`src/acsc_map.svh`:
```
// register offsets, field positions, write masks and reset values
// of the converter sequencer; included by the sequencer and the bench, not by the package.
`ifndef ACSC_MAP_SVH
`define ACSC_MAP_SVH
// ==========================================
// word offsets on the register port
`define ACSC_OFF_CON2 4'h0
`define ACSC_OFF_CON3 4'h1
`define ACSC_OFF_CHS123 4'h2
`define ACSC_OFF_CHS0 4'h3
`define ACSC_OFF_CTRL 4'h4
`define ACSC_OFF_SCAN 4'h5
`define ACSC_OFF_STAT 4'h6
// ==========================================
// writable bits of each register
`define ACSC_MASK_CON2 16'he73f
`define ACSC_MASK_CON3 16'h9fff
`define ACSC_MASK_CHS123 16'h0707
`define ACSC_MASK_CHS0 16'h9f9f
`define ACSC_MASK_CTRL 16'h84e0
`define ACSC_MASK_SCAN 16'h003f
`define ACSC_RESET 16'h0000
// ==========================================
// field positions
`define ACSC_BUFFER_FILL_STATUS_BIT 7
`define ACSC_CHANNEL_COUNT_LO 8
`define ACSC_ENABLE_BIT 15
`define ACSC_RES_BIT 10
`define ACSC_TRIG_LO 5
`define ACSC_TRIG_AUTO 3'h7
`define ACSC_NUM_INPUTS 6
`endif

```
`src/acsc_pkg.sv`:
```
// types shared by the converter sequencer design.
// assumes nothing beyond a SystemVerilog compiler.
package acsc_pkg;
  // ==========================================
  // sequencer states
  typedef enum logic [1:0] {
    ACSC_IDLE = 2'b00,
    ACSC_SAMPLE = 2'b01,
    ACSC_CONVERT = 2'b10
  } acsc_state_t;
endpackage

```
`src/acsc_seq.sv`:
```
// converter sequencer control: registers, clock divider, sample timing,
// input selection, interrupt pacing and buffer half tracking.
// assumes the converter front end pulses seq_done once per sequence.
//
// How it works
// - reference select picks supply, ground or external references; 1xx means supply/ground.
// - scan enable steps channel 0 positive input through scanned inputs during sample A.
// - channel count code 1x gives four channels, 01 two, 00 one.
// - in twelve-bit mode channel count reads zero and only channel 0 converts.
// - buffer fill status reads which half the converter is filling.
// - interrupt fires after every pacing-plus-one completed sequences.
// - split mode alternates buffer halves per interrupt, otherwise always first half.
// - alternate sampling swaps sample A and sample B selects on each sequence.
// - clock source bit picks the internal RC clock or the divided system clock.
// - auto-sample time counts 0 to 31 conversion clock periods.
// - divided conversion clock period is divider value plus one system cycles.
// - channels 1-3 negative codes 00 and 01 use negative reference in ten-bit mode.
// - channels 1-3 positive select 0 connects inputs 0, 1 and 2.
// - positive select 1 connects inputs 3, 4, 5; small variant leaves 2 and 3 open.
// - channel 0 negative select 1 takes input 1, else negative reference.
// - channel 0 positive code names the input, up to the variant's last input.
// - unimplemented bits ignore writes and read zero.
// - resolution bit picks twelve-bit single channel or ten-bit four channel.
// - trigger code 111 ends sampling after the auto-sample time and starts conversion.
//
// Added by the designer: the address-and-strobe port and the placing of the registers.
`timescale 1ns/1ps
`include "acsc_map.svh"

module acsc_seq #(
  parameter int SIX_INPUTS = 1
) (
  // clock and reset
  input wire logic core_clk,
  input wire logic srst,
  // register port
  input wire logic [3:0] reg_addr,
  input wire logic [15:0] reg_wdata,
  input wire logic reg_wr,
  input wire logic reg_rd,
  output logic [15:0] reg_rdata,
  // converter front end
  input wire logic rc_clk_in,
  input wire logic ext_trigger,
  input wire logic seq_done,
  output logic conv_start,
  output logic sampling,
  output logic tad_tick,
  // selections toward the analog side
  output logic ref_pos_ext,
  output logic ref_neg_ext,
  output logic [1:0] active_channels,
  output logic [4:0] ch0_pos_input,
  output logic ch0_pos_valid,
  output logic ch0_neg_an1,
  output logic ch123_pos_high,
  output logic [2:0] ch123_valid,
  output logic sample_b,
  // result buffer and interrupt
  output logic buf_half,
  output logic seq_irq
);
  import acsc_pkg::*;

  // ==========================================
  // helpers
  function automatic logic [2:0] next_scan(input logic [2:0] cur, input logic [5:0] mask);
    logic [2:0] res;
    logic [2:0] idx;
    logic found;
    res = cur;
    found = 1'b0;
    idx = cur;
    for (int i = 0; i < `ACSC_NUM_INPUTS; i++) begin
      idx = (idx == 3'h5) ? 3'h0 : idx + 3'h1;
      if (!found && mask[idx]) begin
        res = idx;
        found = 1'b1;
      end
    end
    return res;
  endfunction

  function automatic logic [15:0] masked_write(input logic [15:0] wd, input logic [15:0] mask);
    return wd & mask;
  endfunction

  // ==========================================
  // registers
  logic [15:0] con2_r, con3_r, chs123_r, chs0_r, ctrl_r, scan_r;
  logic reg_hit_con2, reg_hit_con3, reg_hit_chs123, reg_hit_chs0, reg_hit_ctrl, reg_hit_scan;

  assign reg_hit_con2 = reg_wr && reg_addr == `ACSC_OFF_CON2;
  assign reg_hit_con3 = reg_wr && reg_addr == `ACSC_OFF_CON3;
  assign reg_hit_chs123 = reg_wr && reg_addr == `ACSC_OFF_CHS123;
  assign reg_hit_chs0 = reg_wr && reg_addr == `ACSC_OFF_CHS0;
  assign reg_hit_ctrl = reg_wr && reg_addr == `ACSC_OFF_CTRL;
  assign reg_hit_scan = reg_wr && reg_addr == `ACSC_OFF_SCAN;

  always_ff @(posedge core_clk) begin
    if (srst) begin
      con2_r <= `ACSC_RESET;
      con3_r <= `ACSC_RESET;
      chs123_r <= `ACSC_RESET;
      chs0_r <= `ACSC_RESET;
      ctrl_r <= `ACSC_RESET;
      scan_r <= `ACSC_RESET;
    end else begin
      // status bit and unimplemented bits are never stored
      if (reg_hit_con2) con2_r <= masked_write(reg_wdata, `ACSC_MASK_CON2);
      if (reg_hit_con3) con3_r <= masked_write(reg_wdata, `ACSC_MASK_CON3);
      if (reg_hit_chs123) chs123_r <= masked_write(reg_wdata, `ACSC_MASK_CHS123);
      if (reg_hit_chs0) chs0_r <= masked_write(reg_wdata, `ACSC_MASK_CHS0);
      if (reg_hit_ctrl) ctrl_r <= masked_write(reg_wdata, `ACSC_MASK_CTRL);
      if (reg_hit_scan) scan_r <= masked_write(reg_wdata, `ACSC_MASK_SCAN);
    end
  end

  // field views
  logic [2:0] reference_select;
  logic scan_enable;
  logic [1:0] channel_count;
  logic [3:0] interrupt_pacing;
  logic buffer_fill_mode, alternate_sampling;
  logic conv_clock_source;
  logic [4:0] auto_sample_time;
  logic [7:0] conv_clock_divider;
  logic module_on, resolution_mode;
  logic [2:0] trigger_source;

  assign reference_select = con2_r[15:13];
  assign scan_enable = con2_r[10];
  assign channel_count = con2_r[9:8];
  assign interrupt_pacing = con2_r[5:2];
  assign buffer_fill_mode = con2_r[1];
  assign alternate_sampling = con2_r[0];
  assign conv_clock_source = con3_r[15];
  assign auto_sample_time = con3_r[12:8];
  assign conv_clock_divider = con3_r[7:0];
  assign module_on = ctrl_r[`ACSC_ENABLE_BIT];
  assign resolution_mode = ctrl_r[`ACSC_RES_BIT];
  assign trigger_source = ctrl_r[`ACSC_TRIG_LO+:3];

  // ==========================================
  // turn-on detection
  logic on_d_r;
  logic on_rise;

  always_ff @(posedge core_clk) begin
    if (srst) on_d_r <= 1'b0;
    else on_d_r <= module_on;
  end
  assign on_rise = module_on && !on_d_r;

  // ==========================================
  // conversion clock
  logic rc_s1_r, rc_s2_r, rc_s3_r;
  logic [7:0] div_cnt_r;
  logic div_hit, rc_rise;

  // the RC clock is asynchronous; only the 2nd and 3rd stage are compared
  always_ff @(posedge core_clk) begin
    if (srst) begin
      rc_s1_r <= 1'b0;
      rc_s2_r <= 1'b0;
      rc_s3_r <= 1'b0;
    end else begin
      rc_s1_r <= rc_clk_in;
      rc_s2_r <= rc_s1_r;
      rc_s3_r <= rc_s2_r;
    end
  end
  assign rc_rise = rc_s2_r && !rc_s3_r;

  // >= so a divider lowered mid-count cannot run the counter round 256
  assign div_hit = div_cnt_r >= conv_clock_divider;

  always_ff @(posedge core_clk) begin
    if (srst) div_cnt_r <= 8'h00;
    else if (div_hit || conv_clock_source) div_cnt_r <= 8'h00;
    else div_cnt_r <= div_cnt_r + 8'h01;
  end

  assign tad_tick = conv_clock_source ? rc_rise : div_hit;

  // ==========================================
  // sample and convert sequencing
  acsc_state_t state_r;
  logic [4:0] samp_cnt_r;
  logic conv_start_r;
  logic samp_end, auto_trig;

  assign auto_trig = trigger_source == `ACSC_TRIG_AUTO;
  assign samp_end = auto_trig ? (samp_cnt_r == auto_sample_time) : ext_trigger;

  always_ff @(posedge core_clk) begin
    if (srst) begin
      state_r <= ACSC_IDLE;
      samp_cnt_r <= 5'h00;
      conv_start_r <= 1'b0;
    end else begin
      conv_start_r <= 1'b0;
      case (state_r)
        ACSC_IDLE: begin
          samp_cnt_r <= 5'h00;
          if (module_on) state_r <= ACSC_SAMPLE;
        end
        ACSC_SAMPLE: begin
          if (!module_on) begin
            state_r <= ACSC_IDLE;
          end else if (samp_end) begin
            conv_start_r <= 1'b1;
            samp_cnt_r <= 5'h00;
            state_r <= ACSC_CONVERT;
          end else if (tad_tick) begin
            samp_cnt_r <= samp_cnt_r + 5'h01;
          end
        end
        ACSC_CONVERT: begin
          if (!module_on) state_r <= ACSC_IDLE;
          else if (seq_done) state_r <= ACSC_SAMPLE;
        end
        default: state_r <= ACSC_IDLE;
      endcase
    end
  end

  assign conv_start = conv_start_r;
  assign sampling = state_r == ACSC_SAMPLE;

  // ==========================================
  // pacing, buffer halves, A/B toggle, scan pointer
  logic [3:0] seq_cnt_r;
  logic buf_half_r, sample_b_r, seq_irq_r;
  logic [2:0] scan_ptr_r;
  logic at_terminal, use_b;

  assign at_terminal = seq_cnt_r == interrupt_pacing;
  assign use_b = alternate_sampling && sample_b_r;

  always_ff @(posedge core_clk) begin
    if (srst) begin
      seq_cnt_r <= 4'h0;
      buf_half_r <= 1'b0;
      seq_irq_r <= 1'b0;
    end else begin
      seq_irq_r <= 1'b0;
      if (on_rise) begin
        seq_cnt_r <= 4'h0;
        buf_half_r <= 1'b0;
      end else if (seq_done) begin
        if (at_terminal) begin
          seq_cnt_r <= 4'h0;
          seq_irq_r <= 1'b1;
          buf_half_r <= buffer_fill_mode ? !buf_half_r : 1'b0;
        end else begin
          seq_cnt_r <= seq_cnt_r + 4'h1;
        end
      end else if (!buffer_fill_mode) begin
        buf_half_r <= 1'b0;
      end
    end
  end

  always_ff @(posedge core_clk) begin
    if (srst) sample_b_r <= 1'b0;
    else if (on_rise) sample_b_r <= 1'b0;
    else if (seq_done && alternate_sampling) sample_b_r <= !sample_b_r;
    else if (!alternate_sampling) sample_b_r <= 1'b0;
  end

  always_ff @(posedge core_clk) begin
    if (srst) scan_ptr_r <= 3'h0;
    else if (on_rise) scan_ptr_r <= 3'h0;
    else if (seq_done && scan_enable && !use_b) scan_ptr_r <= next_scan(scan_ptr_r, scan_r[5:0]);
  end

  assign buf_half = buf_half_r;
  assign seq_irq = seq_irq_r;
  assign sample_b = sample_b_r;

  // ==========================================
  // input and reference selection, registered toward the analog side
  logic [4:0] ch0_code;
  logic [1:0] neg_code;
  logic pos_high;

  assign ch0_code = use_b ? chs0_r[12:8] : (scan_enable ? {2'b00, scan_ptr_r} : chs0_r[4:0]);
  assign neg_code = use_b ? chs123_r[10:9] : chs123_r[2:1];
  assign pos_high = use_b ? chs123_r[8] : chs123_r[0];

  always_ff @(posedge core_clk) begin
    if (srst) begin
      ref_pos_ext <= 1'b0;
      ref_neg_ext <= 1'b0;
      active_channels <= 2'b00;
      ch0_pos_input <= 5'h00;
      ch0_pos_valid <= 1'b0;
      ch0_neg_an1 <= 1'b0;
      ch123_pos_high <= 1'b0;
      ch123_valid <= 3'h0;
    end else begin
      ref_pos_ext <= !reference_select[2] && reference_select[0];
      ref_neg_ext <= !reference_select[2] && reference_select[1];
      if (resolution_mode) active_channels <= 2'b00;
      else if (channel_count[1]) active_channels <= 2'b11;
      else active_channels <= channel_count;
      ch0_pos_input <= ch0_code;
      ch0_pos_valid <= ch0_code <= (SIX_INPUTS != 0 ? 5'h05 : 5'h03);
      ch0_neg_an1 <= use_b ? chs0_r[15] : chs0_r[7];
      ch123_pos_high <= pos_high;
      // reserved codes and twelve-bit mode leave channels 1-3 disconnected
      if (resolution_mode || neg_code[1]) begin
        ch123_valid <= 3'h0;
      end else begin
        ch123_valid[0] <= 1'b1;
        ch123_valid[1] <= SIX_INPUTS != 0 || !pos_high;
        ch123_valid[2] <= SIX_INPUTS != 0 || !pos_high;
      end
    end
  end

  // ==========================================
  // register read port, data one cycle after the strobe
  logic [15:0] rd_word;

  always_comb begin
    rd_word = 16'h0000;
    case (reg_addr)
      `ACSC_OFF_CON2: begin
        rd_word = con2_r;
        if (resolution_mode) rd_word[`ACSC_CHANNEL_COUNT_LO+:2] = 2'b00;
        rd_word[`ACSC_BUFFER_FILL_STATUS_BIT] = buf_half_r;
      end
      `ACSC_OFF_CON3: rd_word = con3_r;
      `ACSC_OFF_CHS123: rd_word = chs123_r;
      `ACSC_OFF_CHS0: rd_word = chs0_r;
      `ACSC_OFF_CTRL: rd_word = ctrl_r;
      `ACSC_OFF_SCAN: rd_word = scan_r;
      `ACSC_OFF_STAT: rd_word = {5'h00, scan_ptr_r, 1'b0, sample_b_r, seq_cnt_r, state_r};
      default: rd_word = 16'h0000;
    endcase
  end

  always_ff @(posedge core_clk) begin
    if (srst) reg_rdata <= 16'h0000;
    else if (reg_rd) reg_rdata <= rd_word;
    else reg_rdata <= 16'h0000;
  end
endmodule

```
`config.mk`:
```
export PLATFORM = sky130hd
export DESIGN_NAME = acsc_seq
export DESIGN_NICKNAME = d
export VERILOG_FILES = /design/src/acsc_pkg.sv /design/src/acsc_seq.sv
export VERILOG_INCLUDE_DIRS = /design/src /design/src/src
export SDC_FILE = /design/constraint.sdc
export NUM_CORES = 1
export LEC_CHECK = 0
export ABC_AREA = 1
export BUFFER_PORTS_ARGS = -buffer_cell sky130_fd_sc_hd__buf_4
export CORE_ASPECT_RATIO = 1.5
export CORE_MARGIN = 10
export CORE_UTILIZATION = 58
export CTS_CLUSTER_SIZE = 40
export DETAILED_ROUTE_END_ITERATION = 12
export PLACE_DENSITY = 0.79
export SLEW_MARGIN = 25
export SYNTH_ARGS = -nofsm -noshare
export SYNTH_HDL_FRONTEND = slang
export SYNTH_SLANG_ARGS = --single-unit
export TNS_END_PERCENT = 10
```
`constraint.sdc`:
```
create_clock -name core_clk -period 3.1 [get_ports core_clk]
set_input_delay 0.465 -clock core_clk [delete_from_list [all_inputs] [get_ports core_clk]]
set_output_delay 0.465 -clock core_clk [all_outputs]
set_load 0.05 [all_outputs]
```
==> summary.txt <==
Outcome
  • Outcome: completed

Timing
  • Crit path time final: 2.647 ns
  • Unrepaired setup endpoints after global routing: no
  • F_max: 377.8 MHz
  • Slew headroom: 47.03%
  • Hold Fails Final Rpt: 0
  • Worst-Margin Slew: 0.7926 ns
  • Period Utilization, post-route: 85.39%
  • Count of pins over their slew limit: 0
  • TNS Setup: 0 ns
  • Clock Skew: 0.007560 ns
  • Final setup fails: 0

Routing
  • DR DRC count: 0
  • Vias per cell: 5.863
  • Pre-antenna DRT Iters: 7
  • WL per Instance: 18.58 µm
  • Vias: 5,324
  • Total routed wirelength: 16,870 µm
  • Antenna Nets Post-Route: 0
  • Initial DRC count: 549

Setup path
  • Required time worst endpoint: 3.39 ns
  • RR Startpoint: scan_ptr_r[2]
  • Worst path max stage delay: 0.46 ns
  • Crit path max fanout: 7
  • Slowest CP cell: dfxtp_1
  • CP Capture Type: register
  • Reg-to-Reg End: scan_ptr_r[1]
  • Critical path, cell by cell: inv_2 > nand2_1 > nand2_1 > nand2_1 > nand2_1 > ha_1 > nand2_1 > a21boi_0 > nand2_1 > nand4_1 > nand2_1 > nor2_4 > nand2_2 > nand2_2 > inv_1 > o21ai_1 > a21oi_1
  • Crit path top cell by count: nand2_1
  • Crit path arrival time: 2.94 ns
  • Flop-to-flop setup slack: 0.45 ns
  • WS Path Type: reg -> reg
  • Worst setup SP type: register
  • R2R depth: 17

Pwr
  • Total chip power: 0.003900 W
  • Power Dens Cells: 611.2 mW/mm²
  • Pleak: 2.684 nW
  • Maximum vdd ir drop: 0.5202 mV

Min path
  • Hold worst-path end: rc_s1_r
  • Type of the worst min-delay path: in -> reg
  • Hold path startpoint: rc_clk_in
  • Hold path depth: 3

Global routing
  • First-pass GRT wire length: 26,740 µm
  • Antenna violations before repair: 0
  • Largest net degree at the start of global routing: 37
  • Vias in the first global route: 5,403
  • Total grt overflow: 0
  • Tot GR Track Use: 24.82%

Clock tree
  • Hold buffer count at CTS: 0
  • TritonCTS clock tree: done
  • PostCTS Resize Cnt: 0
  • Num CTS Buffers: 17
  • Depth of the CTS H-tree: 4
  • Worst skew pair latency: 0.41 ns
  • Clock sink count: 114
  • Clock tree buffer depth: 2
  • # Post-CTS Setup Buffers: 0
  • Reg clk slew, reported paths: 0.06 ns
  • CTS root buf: clkbuf_16

Cells and area
  • Area grow syn2layout: 21.37%
  • Nets: 824
  • Layout cell share with drive strength beyond 1: 14.41%
  • Finished Layout Cells: 908
  • # diodes: 0

Floorplanning
  • Die X: 97.74 µm
  • Num ports: 64
  • Std-Cell Rows: 42
  • Die area: 0.01335 mm²
  • Core ar.: 0.008828 mm²
  • Die H: 136.6 µm
  • Initial Util: 59.55%

Run
  • MaxCap Viol Count: 0

Placed design
  • # placed instances: 876
  • Dpl hpwl: 12,340 µm
  • PortBufs: 63
  • GPL Wtd Cong: 0.9350

Synth
  • Net Count, Synth: 766
  • Mapped Area: 0.005258 mm²
  • Area leader, netlist: dfxtp_1
  • Yosys top cell area share: 43.41%
  • Yosys warning count: 0
  • Sequential fraction of the synthesis area: 43.41%
  • Number of synthesized register bits: 114
  • Cell count after synthesis: 727
  • Synth Area per Inst: 7.232 µm²
  • Synth unique cells: 36
  • Synth top area cells: dfxtp_1 43%, nand2_1 9.1%, a21oi_1 9.0%, inv_1 6.9%, o21ai_0 5.8%
==> routing by layer <==
metal / part of all wire [%] / GRT usage (%)
met1: 34 / 22.91
met2: 55 / 47.71
met4: 5.4 / 16.94
met3: 6.1 / 4.997
met5: 0 / 0
==> cell type report <==
class | count | area [µm²]
clock inverter | 12 | 132.6
clock buffer | 20 | 466.7
timing repair buffer | 69 | 518.0
multi-input combinational | 483 | 2469
inverter | 100 | 375.4
sequential | 114 | 2282
fill | 717 | 2447
tap | 110 | 137.6
==> power breakdown <==
group          switching [W]  total (W)  internal, W
clock               0.000696    0.00194      0.00124
combinational       0.000296   0.000420     0.000124
sequential         0.0000315    0.00154      0.00151
total                0.00102    0.00390      0.00288
==> cells by family after synthesis <==
family / after synthesis / share of synthesized area, %
fa+ha+maj: 12 / 2.856
buf+inv: 130 / 9.638
xor+xnor: 14 / 2.332
flops: 114 / 43.41
compound gates: 200 / 20.63
simple gates: 257 / 21.13
==> Yosys cell counts <==
library cell  count
buf_4             3
o21ai_1           4
o21a_1            1
ha_1             12
xor2_1           11
nand3_2           1
nor3_1           13
dfxtp_1         114
inv_1            97
nand3b_1          1
nand2_1         127
o22ai_1          19
clkbuf_1         25
nor2_1           50
xnor2_1           3
buf_6             1
o31ai_1           1
nor3b_1           2
a211oi_1          2
a221oi_1          5
nand4_1           8
o21ai_2           1
a31oi_1           3
nor2_2            2
nor2_4            2
buf_1             1
nand3_1          44
a21boi_0          1
a21oi_1          95
inv_2             3
or2_2             1
o21ai_0          61
nand2_2           4
a311oi_1          3
nor4_1            2
o211ai_1          4
==> through the flow <==
step	util, %	setup WS, ns	hold WS (ns)	cell area, µm²
6_report	72.28	0.4528	0.2563	6381
5_1_grt	72.28	0.1059	0.2877	6381
4_1_cts	72.28	0.4807	0.2537	6381
3_5_place_dp	65.49	0.5050	0.4048	5782
3_3_place_gp	65.49	0.5908	0.3963	5782
2_1_floorplan	-	0.8576	0.3883	5258
==> worst max path at each step <==
stage,cells past startpoint,startpoint,endpoint,slack (ns)
floorplan,19,scan_ptr_r[2],scan_ptr_r[2],0.86
global placement,19,scan_ptr_r[2],scan_ptr_r[2],0.59
detailed placement,15,scan_ptr_r[1],scan_ptr_r[1],0.51
CTS,18,scan_ptr_r[2],scan_ptr_r[2],0.48
global route,18,scan_ptr_r[2],scan_ptr_r[2],0.11
finish,17,scan_ptr_r[2],scan_ptr_r[1],0.45
==> placed cells by master, fill, tap and decap left out, drive strengths merged, types with 2 or more instances in the layout <==
cell type / n
a211oi: 2
a21oi: 95
a221oi: 5
a311oi: 3
a31oi: 3
buf: 69
bufinv: 2
clkbuf: 20
clkinvlp: 9
dfxtp: 114
ha: 12
inv: 100
nand2: 131
nand3: 45
nand4: 8
nor2: 54
nor3: 13
nor3b: 2
nor4: 2
o211ai: 4
o21ai: 66
o22ai: 19
xnor2: 3
xor2: 11
==> flip-flops by register name, indices dropped and copies added, names as in the netlist, 2 cells and up <==
register         cells
reg_rdata           16
chs0_r              12
con2_r              12
chs123_r             6
scan_ptr_r           3
state_r              2
samp_cnt_r           5
seq_cnt_r            4
ch0_pos_input        5
con3_r              14
active_channels      2
ctrl_r               5
scan_r               6
div_cnt_r            8
==> critical path: cells and delay by family, from the launching register on <==
| kind | cells | cell delay [ns] |
|---|---|---|
| adders and majority gates | 1 | 0.32 |
| DFF | 1 | 0.46 |
| and+or+nand+nor | 11 | 1.13 |
| buffers and inverters | 2 | 0.16 |
| AOI/OAI and AO/OA | 3 | 0.44 |
Power figures use the tool's default switching activity.
